**src/awc_map.svh**
```systemverilog
// Offsets, field positions, reset values and timing figures of the alarm watch
`ifndef AWC_MAP_SVH
`define AWC_MAP_SVH

////////////////////////////////////////////////////////////////////////////////
// Time base and timing figures
`define AWC_XTAL_HZ        32768
`define AWC_DEBOUNCE_US    62500
`define AWC_VIEW_SEC       3
`define AWC_RING_SEC       60
`define AWC_SNOOZE_MIN     5

////////////////////////////////////////////////////////////////////////////////
// Register byte offsets
`define AWC_REG_TIME       5'h00
`define AWC_REG_DATE       5'h04
`define AWC_REG_ALARM      5'h08
`define AWC_REG_CTRL       5'h0c

////////////////////////////////////////////////////////////////////////////////
// Field positions
`define AWC_F_SEC          0
`define AWC_F_MIN          8
`define AWC_F_HR           16
`define AWC_F_PM           20
`define AWC_F_MON          0
`define AWC_F_DATE         8
`define AWC_F_ARMED        24
`define AWC_F_ALST         25
`define AWC_F_MUTE         0

////////////////////////////////////////////////////////////////////////////////
// Reset values
`define AWC_RST_HR         4'hc
`define AWC_RST_MON        4'h1
`define AWC_RST_DATE       5'h01
`define AWC_RST_MUTE       1'b0

`endif

```
**src/awc_pkg.sv**
```systemverilog
// Types shared by the alarm watch controller
`default_nettype none

package awc_pkg;

	typedef enum logic [3:0] {
		AWC_V_TIME  = 4'h0,
		AWC_V_DATE  = 4'h1,
		AWC_V_SECS  = 4'h2,
		AWC_V_ALARM = 4'h3,
		AWC_S_AHR   = 4'h4,
		AWC_S_AMIN  = 4'h5,
		AWC_S_MON   = 4'h6,
		AWC_S_DATE  = 4'h7,
		AWC_S_HR    = 4'h8,
		AWC_S_MIN   = 4'h9
	} awc_view_t;

	typedef enum logic [1:0] {
		AWC_AL_IDLE   = 2'h0,
		AWC_AL_RING   = 2'h1,
		AWC_AL_SNOOZE = 2'h2
	} awc_al_t;

	typedef struct packed {
		awc_view_t  view;
		logic [3:0] hi;
		logic [5:0] lo;
		logic       hi_on;
		logic       lo_on;
		logic       ampm_ind;
		logic       pm;
	} awc_disp_t;

endpackage

`default_nettype wire

```
**src/awc_watch.sv**
```systemverilog
// Alarm watch controller: time base, buttons, views, setting, alarm, register slave
//
// The register addresses and the Wishbone slave port were left to the implementer.
`timescale 1ns/1ps
`include "awc_map.svh"
`default_nettype none

module awc_watch #(
	parameter int unsigned XTAL_HZ = `AWC_XTAL_HZ
) (
	input  wire logic              i_clk_sys,
	input  wire logic              i_sys_rst,
	input  wire logic              i_xtal,
	input  wire logic              i_display_button,
	input  wire logic              i_set_button,
	input  wire logic              i_wb_cyc,
	input  wire logic              i_wb_stb,
	input  wire logic              i_wb_we,
	input  wire logic [4:0]        i_wb_adr,
	input  wire logic [3:0]        i_wb_sel,
	input  wire logic [31:0]       i_wb_dat,
	output logic      [31:0]       o_wb_dat,
	output logic                   o_wb_ack,
	output awc_pkg::awc_disp_t     o_disp,
	output logic                   o_alarm,
	output logic                   o_alarm_flag
);

	localparam int unsigned DB_RAW  = 32'((64'(`AWC_DEBOUNCE_US) * 64'(XTAL_HZ)) / 64'd1000000);
	localparam logic [15:0] DB_M1   = 16'((DB_RAW == 0) ? 0 : DB_RAW - 1);
	localparam logic [15:0] DIV_M1  = 16'(XTAL_HZ - 1);
	localparam logic [15:0] HALF    = 16'(XTAL_HZ / 2);
	localparam logic [15:0] QUART   = 16'(XTAL_HZ / 4);
	localparam logic [15:0] HALF_M1 = 16'(XTAL_HZ / 2 - 1);
	localparam logic [17:0] T3_M1   = 18'(`AWC_VIEW_SEC * XTAL_HZ - 1);
	localparam logic [8:0]  RING_M1 = 9'(`AWC_RING_SEC - 1);
	localparam logic [8:0]  SNZ_M1  = 9'(`AWC_SNOOZE_MIN * 60 - 1);

	function automatic logic [4:0] days_in(input logic [3:0] m);
		case (m)
			4'h2: days_in = 5'd28;
			4'h4, 4'h6, 4'h9, 4'hb: days_in = 5'd30;
			default: days_in = 5'd31;
		endcase
	endfunction

	// Returns {pm, hour}; PM flips on the 11 to 12 step
	function automatic logic [4:0] hour_up(input logic p, input logic [3:0] h);
		hour_up = {(h == 4'hb) ? ~p : p, (h == 4'hc) ? 4'h1 : h + 4'h1};
	endfunction

	function automatic logic [5:0] min_up(input logic [5:0] m);
		min_up = (m == 6'd59) ? 6'd0 : m + 6'd1;
	endfunction

	function automatic logic is_set(input awc_pkg::awc_view_t v);
		is_set = (v >= awc_pkg::AWC_S_AHR);
	endfunction

	////////////////////////////////////////////////////////////////////////////
	// Crystal edge and binary divider
	logic [2:0]  xt_s;
	logic        xt;
	logic [15:0] div;
	logic        sec_tick;
	logic        half_phase;
	logic        beep_2hz;
	logic        sec_hold;

	always_ff @(posedge i_clk_sys) begin
		if (i_sys_rst) begin
			xt_s <= 3'h0;
		end else begin
			xt_s <= {xt_s[1:0], i_xtal};
		end
	end

	assign xt = xt_s[1] & ~xt_s[2];

	always_ff @(posedge i_clk_sys) begin
		if (i_sys_rst || sec_hold) begin
			div <= 16'h0;
		end else if (xt) begin
			div <= (div == DIV_M1) ? 16'h0 : div + 16'h1;
		end
	end

	assign sec_tick   = xt && div == DIV_M1 && !sec_hold;
	assign half_phase = div < HALF;
	assign beep_2hz   = ((div >= HALF) ? div - HALF : div) < QUART;

	////////////////////////////////////////////////////////////////////////////
	// Button synchronisers and debounce, index 0 display, 1 set
	logic [1:0]  btn_in;
	logic [1:0]  btn_s1;
	logic [1:0]  btn_s2;
	logic [1:0]  db;
	logic [1:0]  db_q;
	logic [15:0] db_cnt [2];
	logic        d_press;
	logic        s_press;
	logic        dh;
	logic        dp;

	assign btn_in = {i_set_button, i_display_button};

	generate
		for (genvar g = 0; g < 2; g++) begin : g_btn
			always_ff @(posedge i_clk_sys) begin
				if (i_sys_rst) begin
					btn_s1[g]  <= 1'b0;
					btn_s2[g]  <= 1'b0;
					db[g]      <= 1'b0;
					db_q[g]    <= 1'b0;
					db_cnt[g]  <= 16'h0;
				end else begin
					btn_s1[g] <= btn_in[g];
					btn_s2[g] <= btn_s1[g];
					db_q[g]   <= db[g];
					if (btn_s2[g] == db[g]) begin
						db_cnt[g] <= 16'h0;
					end else if (xt) begin
						if (db_cnt[g] == DB_M1) begin
							db[g]     <= btn_s2[g];
							db_cnt[g] <= 16'h0;
						end else begin
							db_cnt[g] <= db_cnt[g] + 16'h1;
						end
					end
				end
			end
		end
	endgenerate

	assign d_press = db[0] & ~db_q[0];
	assign s_press = db[1] & ~db_q[1];
	assign dh      = db[0];

	////////////////////////////////////////////////////////////////////////////
	// Registers of time, alarm and control
	awc_pkg::awc_view_t view;
	awc_pkg::awc_view_t next_view;
	awc_pkg::awc_al_t   al_state;
	logic [5:0]  sec;
	logic [5:0]  min;
	logic [3:0]  hr;
	logic        pm;
	logic [3:0]  mon;
	logic [4:0]  date;
	logic [5:0]  a_min;
	logic [3:0]  a_hr;
	logic        a_pm;
	logic        armed;
	logic        mute;
	logic        min_chk;
	logic        adv;
	logic [15:0] rep_tmr;
	logic [17:0] view_tmr;
	logic        tmo;
	logic        tmr_clr;

	// Held display button repeats every half second in set states
	always_ff @(posedge i_clk_sys) begin
		if (i_sys_rst || d_press || !dh) begin
			rep_tmr <= 16'h0;
		end else if (xt) begin
			rep_tmr <= (rep_tmr == HALF_M1) ? 16'h0 : rep_tmr + 16'h1;
		end
	end

	assign adv = is_set(view) && (d_press || (dh && xt && rep_tmr == HALF_M1));

	always_ff @(posedge i_clk_sys) begin
		if (i_sys_rst) begin
			sec  <= 6'd0;
			min  <= 6'd0;
			hr   <= `AWC_RST_HR;
			pm   <= 1'b0;
			mon  <= `AWC_RST_MON;
			date <= `AWC_RST_DATE;
		end else if (adv) begin
			case (view)
				awc_pkg::AWC_S_MON: begin
					mon  <= (mon == 4'hc) ? 4'h1 : mon + 4'h1;
					date <= 5'd1;
				end
				awc_pkg::AWC_S_DATE: date <= (date == days_in(mon)) ? 5'd1 : date + 5'd1;
				awc_pkg::AWC_S_HR: {pm, hr} <= hour_up(pm, hr);
				awc_pkg::AWC_S_MIN: begin
					min <= min_up(min);
					sec <= 6'd0;
				end
				default: begin
				end
			endcase
		end else if (sec_tick) begin
			sec <= (sec == 6'd59) ? 6'd0 : sec + 6'd1;
			if (sec == 6'd59) begin
				min <= min_up(min);
				if (min == 6'd59) begin
					{pm, hr} <= hour_up(pm, hr);
					if (pm && hr == 4'hb) begin
						date <= (date == days_in(mon)) ? 5'd1 : date + 5'd1;
						if (date == days_in(mon)) begin
							mon <= (mon == 4'hc) ? 4'h1 : mon + 4'h1;
						end
					end
				end
			end
		end
	end

	always_ff @(posedge i_clk_sys) begin
		if (i_sys_rst) begin
			sec_hold <= 1'b0;
		end else if (view == awc_pkg::AWC_S_MIN && adv) begin
			sec_hold <= 1'b1;
		end else if (view != awc_pkg::AWC_S_MIN) begin
			sec_hold <= 1'b0;
		end
	end

	always_ff @(posedge i_clk_sys) begin
		if (i_sys_rst) begin
			a_min <= 6'd0;
			a_hr  <= `AWC_RST_HR;
			a_pm  <= 1'b0;
		end else if (adv && view == awc_pkg::AWC_S_AHR) begin
			{a_pm, a_hr} <= hour_up(a_pm, a_hr);
		end else if (adv && view == awc_pkg::AWC_S_AMIN) begin
			a_min <= min_up(a_min);
		end
	end

	always_ff @(posedge i_clk_sys) begin
		if (i_sys_rst) begin
			armed <= 1'b0;
		end else if (view == awc_pkg::AWC_V_ALARM && dp) begin
			armed <= ~armed;
		end
	end

	////////////////////////////////////////////////////////////////////////////
	// View and setting state machine
	assign dp  = d_press && al_state == awc_pkg::AWC_AL_IDLE;
	assign tmo = xt && view_tmr == T3_M1;

	always_comb begin
		next_view = view;
		case (view)
			awc_pkg::AWC_V_TIME: begin
				if (dp) begin
					next_view = awc_pkg::AWC_V_DATE;
				end else if (s_press) begin
					next_view = awc_pkg::AWC_S_AHR;
				end
			end
			awc_pkg::AWC_V_DATE: begin
				if (dp) begin
					next_view = awc_pkg::AWC_V_ALARM;
				end else if (tmo) begin
					next_view = dh ? awc_pkg::AWC_V_SECS : awc_pkg::AWC_V_TIME;
				end
			end
			awc_pkg::AWC_V_SECS: if (dp) next_view = awc_pkg::AWC_V_TIME;
			awc_pkg::AWC_V_ALARM: if (tmo) next_view = awc_pkg::AWC_V_TIME;
			awc_pkg::AWC_S_AHR: begin
				if (s_press) begin
					next_view = awc_pkg::AWC_S_AMIN;
				end else if (tmo) begin
					next_view = awc_pkg::AWC_V_TIME;
				end
			end
			awc_pkg::AWC_S_AMIN: begin
				if (s_press) begin
					next_view = awc_pkg::AWC_S_MON;
				end else if (tmo) begin
					next_view = awc_pkg::AWC_V_TIME;
				end
			end
			awc_pkg::AWC_S_MON: if (s_press) next_view = awc_pkg::AWC_S_DATE;
			awc_pkg::AWC_S_DATE: if (s_press) next_view = awc_pkg::AWC_S_HR;
			awc_pkg::AWC_S_HR: if (s_press) next_view = awc_pkg::AWC_S_MIN;
			awc_pkg::AWC_S_MIN: if (s_press) next_view = awc_pkg::AWC_V_TIME;
			default: next_view = awc_pkg::AWC_V_TIME;
		endcase
	end

	assign tmr_clr = (next_view != view) || dp || s_press || (is_set(view) && dh);

	always_ff @(posedge i_clk_sys) begin
		if (i_sys_rst) begin
			view     <= awc_pkg::AWC_V_TIME;
			view_tmr <= 18'h0;
		end else begin
			view <= next_view;
			if (tmr_clr) begin
				view_tmr <= 18'h0;
			end else if (xt && view_tmr != T3_M1) begin
				view_tmr <= view_tmr + 18'h1;
			end
		end
	end

	////////////////////////////////////////////////////////////////////////////
	// Alarm ring, snooze and cancel
	logic [8:0]  al_sec;
	logic        pend;
	logic [17:0] win;
	logic        match;

	always_ff @(posedge i_clk_sys) begin
		if (i_sys_rst) begin
			min_chk <= 1'b0;
		end else begin
			min_chk <= sec_tick && sec == 6'd59;
		end
	end

	assign match = armed && hr == a_hr && min == a_min && pm == a_pm;

	always_ff @(posedge i_clk_sys) begin
		if (i_sys_rst) begin
			al_state <= awc_pkg::AWC_AL_IDLE;
			al_sec   <= 9'h0;
			pend     <= 1'b0;
			win      <= 18'h0;
		end else begin
			if (pend && xt) begin
				win <= win + 18'h1;
				if (win == T3_M1) begin
					pend <= 1'b0;
				end
			end
			case (al_state)
				awc_pkg::AWC_AL_IDLE: begin
					pend <= 1'b0;
					if (min_chk && match) begin
						al_state <= awc_pkg::AWC_AL_RING;
						al_sec   <= 9'h0;
					end
				end
				awc_pkg::AWC_AL_RING: begin
					if (d_press) begin
						al_state <= awc_pkg::AWC_AL_SNOOZE;
						al_sec   <= 9'h0;
						pend     <= 1'b1;
						win      <= 18'h0;
					end else if (sec_tick) begin
						al_sec <= al_sec + 9'h1;
						if (al_sec == RING_M1) begin
							al_state <= awc_pkg::AWC_AL_IDLE;
						end
					end
				end
				awc_pkg::AWC_AL_SNOOZE: begin
					if (d_press && pend) begin
						al_state <= awc_pkg::AWC_AL_IDLE;
					end else if (d_press) begin
						pend <= 1'b1;
						win  <= 18'h0;
					end else if (sec_tick) begin
						al_sec <= al_sec + 9'h1;
						if (al_sec == SNZ_M1) begin
							al_state <= awc_pkg::AWC_AL_RING;
							al_sec   <= 9'h0;
						end
					end
				end
				default: al_state <= awc_pkg::AWC_AL_IDLE;
			endcase
		end
	end

	////////////////////////////////////////////////////////////////////////////
	// Outputs to display and transducer
	awc_pkg::awc_disp_t next_disp;

	always_comb begin
		next_disp          = '0;
		next_disp.view     = view;
		next_disp.hi       = hr;
		next_disp.lo       = min;
		next_disp.hi_on    = 1'b1;
		next_disp.lo_on    = 1'b1;
		next_disp.pm       = pm;
		case (view)
			awc_pkg::AWC_V_DATE, awc_pkg::AWC_S_MON, awc_pkg::AWC_S_DATE: begin
				next_disp.hi = mon;
				next_disp.lo = {1'b0, date};
			end
			awc_pkg::AWC_V_SECS: begin
				next_disp.hi_on = 1'b0;
				next_disp.lo    = sec;
			end
			awc_pkg::AWC_V_ALARM, awc_pkg::AWC_S_AMIN, awc_pkg::AWC_S_AHR: begin
				next_disp.hi = a_hr;
				next_disp.lo = a_min;
				next_disp.pm = a_pm;
			end
			default: begin
			end
		endcase
		case (view)
			awc_pkg::AWC_S_AHR: begin
				next_disp.hi_on    = half_phase;
				next_disp.lo_on    = 1'b0;
				next_disp.ampm_ind = 1'b1;
			end
			awc_pkg::AWC_S_HR: begin
				next_disp.hi_on    = half_phase;
				next_disp.lo_on    = 1'b0;
				next_disp.ampm_ind = 1'b1;
			end
			awc_pkg::AWC_S_MON: next_disp.hi_on = half_phase;
			awc_pkg::AWC_S_AMIN, awc_pkg::AWC_S_DATE, awc_pkg::AWC_S_MIN: next_disp.lo_on = half_phase;
			default: begin
			end
		endcase
	end

	always_ff @(posedge i_clk_sys) begin
		if (i_sys_rst) begin
			o_disp       <= '0;
			o_alarm      <= 1'b0;
			o_alarm_flag <= 1'b0;
		end else begin
			o_disp       <= next_disp;
			o_alarm_flag <= armed;
			o_alarm      <= !mute && ((al_state == awc_pkg::AWC_AL_RING && half_phase) ||
				(view == awc_pkg::AWC_V_ALARM && armed && dh && beep_2hz));
		end
	end

	////////////////////////////////////////////////////////////////////////////
	// Wishbone classic slave
	logic [31:0] rd;

	always_comb begin
		rd = 32'h0;
		case (i_wb_adr)
			`AWC_REG_TIME: begin
				rd[`AWC_F_SEC +: 6] = sec;
				rd[`AWC_F_MIN +: 6] = min;
				rd[`AWC_F_HR +: 4]  = hr;
				rd[`AWC_F_PM]       = pm;
			end
			`AWC_REG_DATE: begin
				rd[`AWC_F_MON +: 4]  = mon;
				rd[`AWC_F_DATE +: 5] = date;
			end
			`AWC_REG_ALARM: begin
				rd[`AWC_F_MIN +: 6]  = a_min;
				rd[`AWC_F_HR +: 4]   = a_hr;
				rd[`AWC_F_PM]        = a_pm;
				rd[`AWC_F_ARMED]     = armed;
				rd[`AWC_F_ALST +: 2] = al_state;
			end
			`AWC_REG_CTRL: rd[`AWC_F_MUTE] = mute;
			default: rd = 32'h0;
		endcase
	end

	always_ff @(posedge i_clk_sys) begin
		if (i_sys_rst) begin
			o_wb_ack <= 1'b0;
			o_wb_dat <= 32'h0;
			mute     <= `AWC_RST_MUTE;
		end else begin
			o_wb_ack <= i_wb_cyc && i_wb_stb && !o_wb_ack;
			if (i_wb_cyc && i_wb_stb && !o_wb_ack) begin
				o_wb_dat <= rd;
				if (i_wb_we && i_wb_sel[0] && i_wb_adr == `AWC_REG_CTRL) begin
					mute <= i_wb_dat[`AWC_F_MUTE];
				end
			end
		end
	end
endmodule // awc_watch

`default_nettype wire

```
**config.mk**
```make
export PLATFORM = sky130hd
export DESIGN_NAME = awc_watch
export DESIGN_NICKNAME = d
export VERILOG_FILES = /design/src/awc_pkg.sv /design/src/awc_watch.sv
export VERILOG_INCLUDE_DIRS = /design/src
export SDC_FILE = /design/constraint.sdc
export NUM_CORES = 1
export LEC_CHECK = 0
export BUFFER_PORTS_ARGS = -buffer_cell sky130_fd_sc_hd__buf_2
export CAP_MARGIN = 40
export CORE_MARGIN = 2
export CORE_UTILIZATION = 55
export CTS_CLUSTER_DIAMETER = 30
export DETAILED_ROUTE_END_ITERATION = 6
export PLACE_DENSITY = 0.75
export SLEW_MARGIN = 20
export SYNTH_ARGS = -nofsm -noshare
export SYNTH_HDL_FRONTEND = slang
export SYNTH_SLANG_ARGS = --single-unit
```
**constraint.sdc**
```tcl
create_clock -name i_clk_sys -period 3.1 [get_ports i_clk_sys]
set_clock_uncertainty 0.2 [all_clocks]
set_input_delay 0.62 -clock i_clk_sys [delete_from_list [all_inputs] [get_ports i_clk_sys]]
set_output_delay 0.62 -clock i_clk_sys [all_outputs]
set_load 0.02 [all_outputs]
```
==> flow_summary.yaml <==
power:
  power_leakage_nw: 4.978
  vdd_drop_max_mv: 0.4296
  p_per_area_nw_per_um2: 622.8
  finalPower_mw: 8.174
global_route:
  grt_max_degree: 56
  grt_pass1_wl_um: 43630
  grtUsageTotal_pct: 25.95
  grt_pass1_vias: 8987
  antenna_found_initial: 0
  overflow: 0
worst_hold_path:
  worstHoldPathType: "in2reg"
cts:
  clk_path_buf_depth: 3
  cts.sinks: 209
  cts_tree: "done"
  ctsHtreeMaxLevel: 2
  cts-hold-fix-buffers: 0
  cts_resized: 0
  clock_latency_ns: 0.53
  post_cts_buffers: 0
  clk_pin_slew_ns: 0.05
  cts_root_buf: "clkbuf_16"
  cts_buffers: 48
place:
  dp_hpwl_um: 17800
  gp_congestion: 0.9426
  portBuffers: 55
  preCtsSetupSlack_ns: 0.2265
  dp.cells: 1566
setup_path:
  endpoint_kind: "flop"
  cp-endpoint: "hr[2]$_SDFFE_PP1P_"
  crit-reg2reg-launch: "rep_tmr[2]$_SDFFE_PP0N_"
  cp_max_fo: 6
  crit_start: "rep_tmr[2]$_SDFFE_PP0N_"
  critPathRequiredTime_ns: 3.32
  path_class: "reg2reg"
  critical_path.startpoint_type: "flop"
  critPathArrivalTime_ns: 3.10
  r2r_end: "hr[2]$_SDFFE_PP1P_"
  ff2ff_path_depth: 6
  worst-r2r-setup-slack_ns: 0.22
finish:
  final_cell_mix: "nor2_1, dfxtp_1, nand2_1"
  fin_nets: 1423
  final_common_cell: "nor2_1"
  syn_to_final_growth_pct: 22.18
  n_antenna_cell: 0
  fillers: 1516
  drive_gt1_share_pct: 15.26
  final_cells: 1654
timing:
  finalSetupTns_ns: 0
  rsz0062_at_grt: "false"
  period_share_pct: 92.93
  period_minus_slack_ns: 2.881
  hold_violations: 0
  worst_pin_slew_ns: 0.7806
  hold_slack_ns: 0.1026
  setup_ws_ns: 0.2193
  maxSlewViolCount: 0
  fmax_ghz: 0.3471
  setup_violations: 0
  relSlewSlack_pct: 47.72
yosys:
  synthTopCellsByArea: "dfxtp_1, edfxtp_1, nor2_1"
  synth_edf_count: 32
  yosys.cell_types.count: 82
  ys_async_sr_fraction_pct: 0
  syn_inst: 1261
  yosys.area.top_type_share_pct: 32.98
  syn-cell-area_um2: 10740
  seq_area_frac_synth_pct: 41.93
  yosys_warnings: 0
  synthFlopType: "dfxtp_1"
  synth_area_per_cell_um2: 8.519
  synth_top_cell_by_area: "dfxtp_1"
  synth_seq_cells: 209
drt:
  vias: 9669
  vias_per_cell: 5.846
  first_pass_iters: 7
  post_drt_wl_per_cell_um: 16.17
  drc: 0
  ant_nets: 0
  routed_wl_um: 26740
  drtIter0Drc: 891
die:
  coreArea_um2: 19330
  rows: 51
  start_util_pct: 55.56
  die-height_um: 143.8
  fp.dieW_um: 143.8
  io_pins: 102
  die_area_um2: 20670
outcome:
  outcome: "finished clean"
run:
  cap_violations: 0
## per-layer routing
metal  wire length (µm)  GRT usage (%)  part of all wire (%)  vias up
li1                   -              -                     -     4676
met1              12030          35.55                    45     4534
met2              12020          40.68                    45      385
met3               1946          5.265                   7.3       74
met4                743          9.494                   2.8        0
met5                  0              0                     0        -
## flip-flops by register name (all words and copies together), names as in the netlist, 9 cells and up
| register | count |
|---|---|
| o_wb_dat | 20 |
| view_tmr | 18 |
| o_disp | 18 |
| win | 18 |
| db_cnt | 32 |
| div | 16 |
| al_sec | 9 |
| rep_tmr | 16 |
## cell usage after synthesis (all sizes together), types with 8 or more instances
master,count
nand3,69
and3,13
nor4,22
xor2,68
a211oi,8
a221oi,11
nor2,193
or3,16
or2,10
dfxtp,177
nor3,31
inv,36
edfxtp,32
xnor2,38
ha,23
a31oi,9
and2,8
a22oi,15
nand2,103
or4,12
nor2b,26
clkbuf,50
nand4,32
o21ai,45
a21oi,65
a21o,8
mux2i,15
buf,22
## worst max-delay path: stages (launching register included)
cell,delay [ns]
dfxtp_1,0.38
or3b_1,0.38
or2_4,0.29
or4_1,0.69
a211oi_4,0.37
o21ai_1,0.11
a221o_1,0.36
## per-stage QoR
| stage | utilization (%) | cell area [µm²] |
|---|---|---|
| global placement | 59.11 | 11430 |
| detailed placement | 59.14 | 11430 |
| finish | 67.88 | 13130 |
| CTS | 67.88 | 13130 |
| global route | 67.88 | 13130 |
| floorplan | - | 10780 |
## layout make-up
type / instances / area (µm²) / share of cell area (%)
multi-input combinational: 953 / 5811 / 44.27
sequential: 209 / 4504 / 34.32
clock buffer: 68 / 1430 / 10.90
timing repair buffer: 101 / 645.6 / 4.919
tap: 265 / 331.6 / 2.526
clock inverter: 20 / 260.3 / 1.983
inverter: 38 / 142.6 / 1.087
## logic make-up after synthesis
logic type	synth area share, %
other	0.03491
buffers and inverters	4.426
flip-flops	41.93
AND/OR/NAND/NOR	26.35
AO/OA/AOI/OAI	14.23
XOR/XNOR	8.642
adder cells (fa/ha/maj)	2.679
multiplexers	1.712
## where the power goes
part	internal [mW]	switching (mW)
registers	2.79	0.0226
logic	0.0680	0.152
clock network	3.60	1.54
## how the worst min path moves through the flow
stage / slack [ns] / startpoint / cells after the start / end
CTS: 0.09 / i_display_button / 2 / btn_s1[0]$_SDFF_PP0_
global placement: 0.24 / o_wb_dat[5]$_SDFFE_PP0P_ / 2 / o_wb_dat[5]$_SDFFE_PP0P_
floorplan: 0.21 / btn_s1[0]$_SDFF_PP0_ / 1 / btn_s2[0]$_SDFF_PP0_
finish: 0.10 / i_display_button / 2 / btn_s1[0]$_SDFF_PP0_
global route: 0.10 / i_display_button / 2 / btn_s1[0]$_SDFF_PP0_
detailed placement: 0.24 / o_wb_dat[4]$_SDFFE_PP0P_ / 2 / o_wb_dat[4]$_SDFFE_PP0P_
Power figures use the tool's default switching activity.
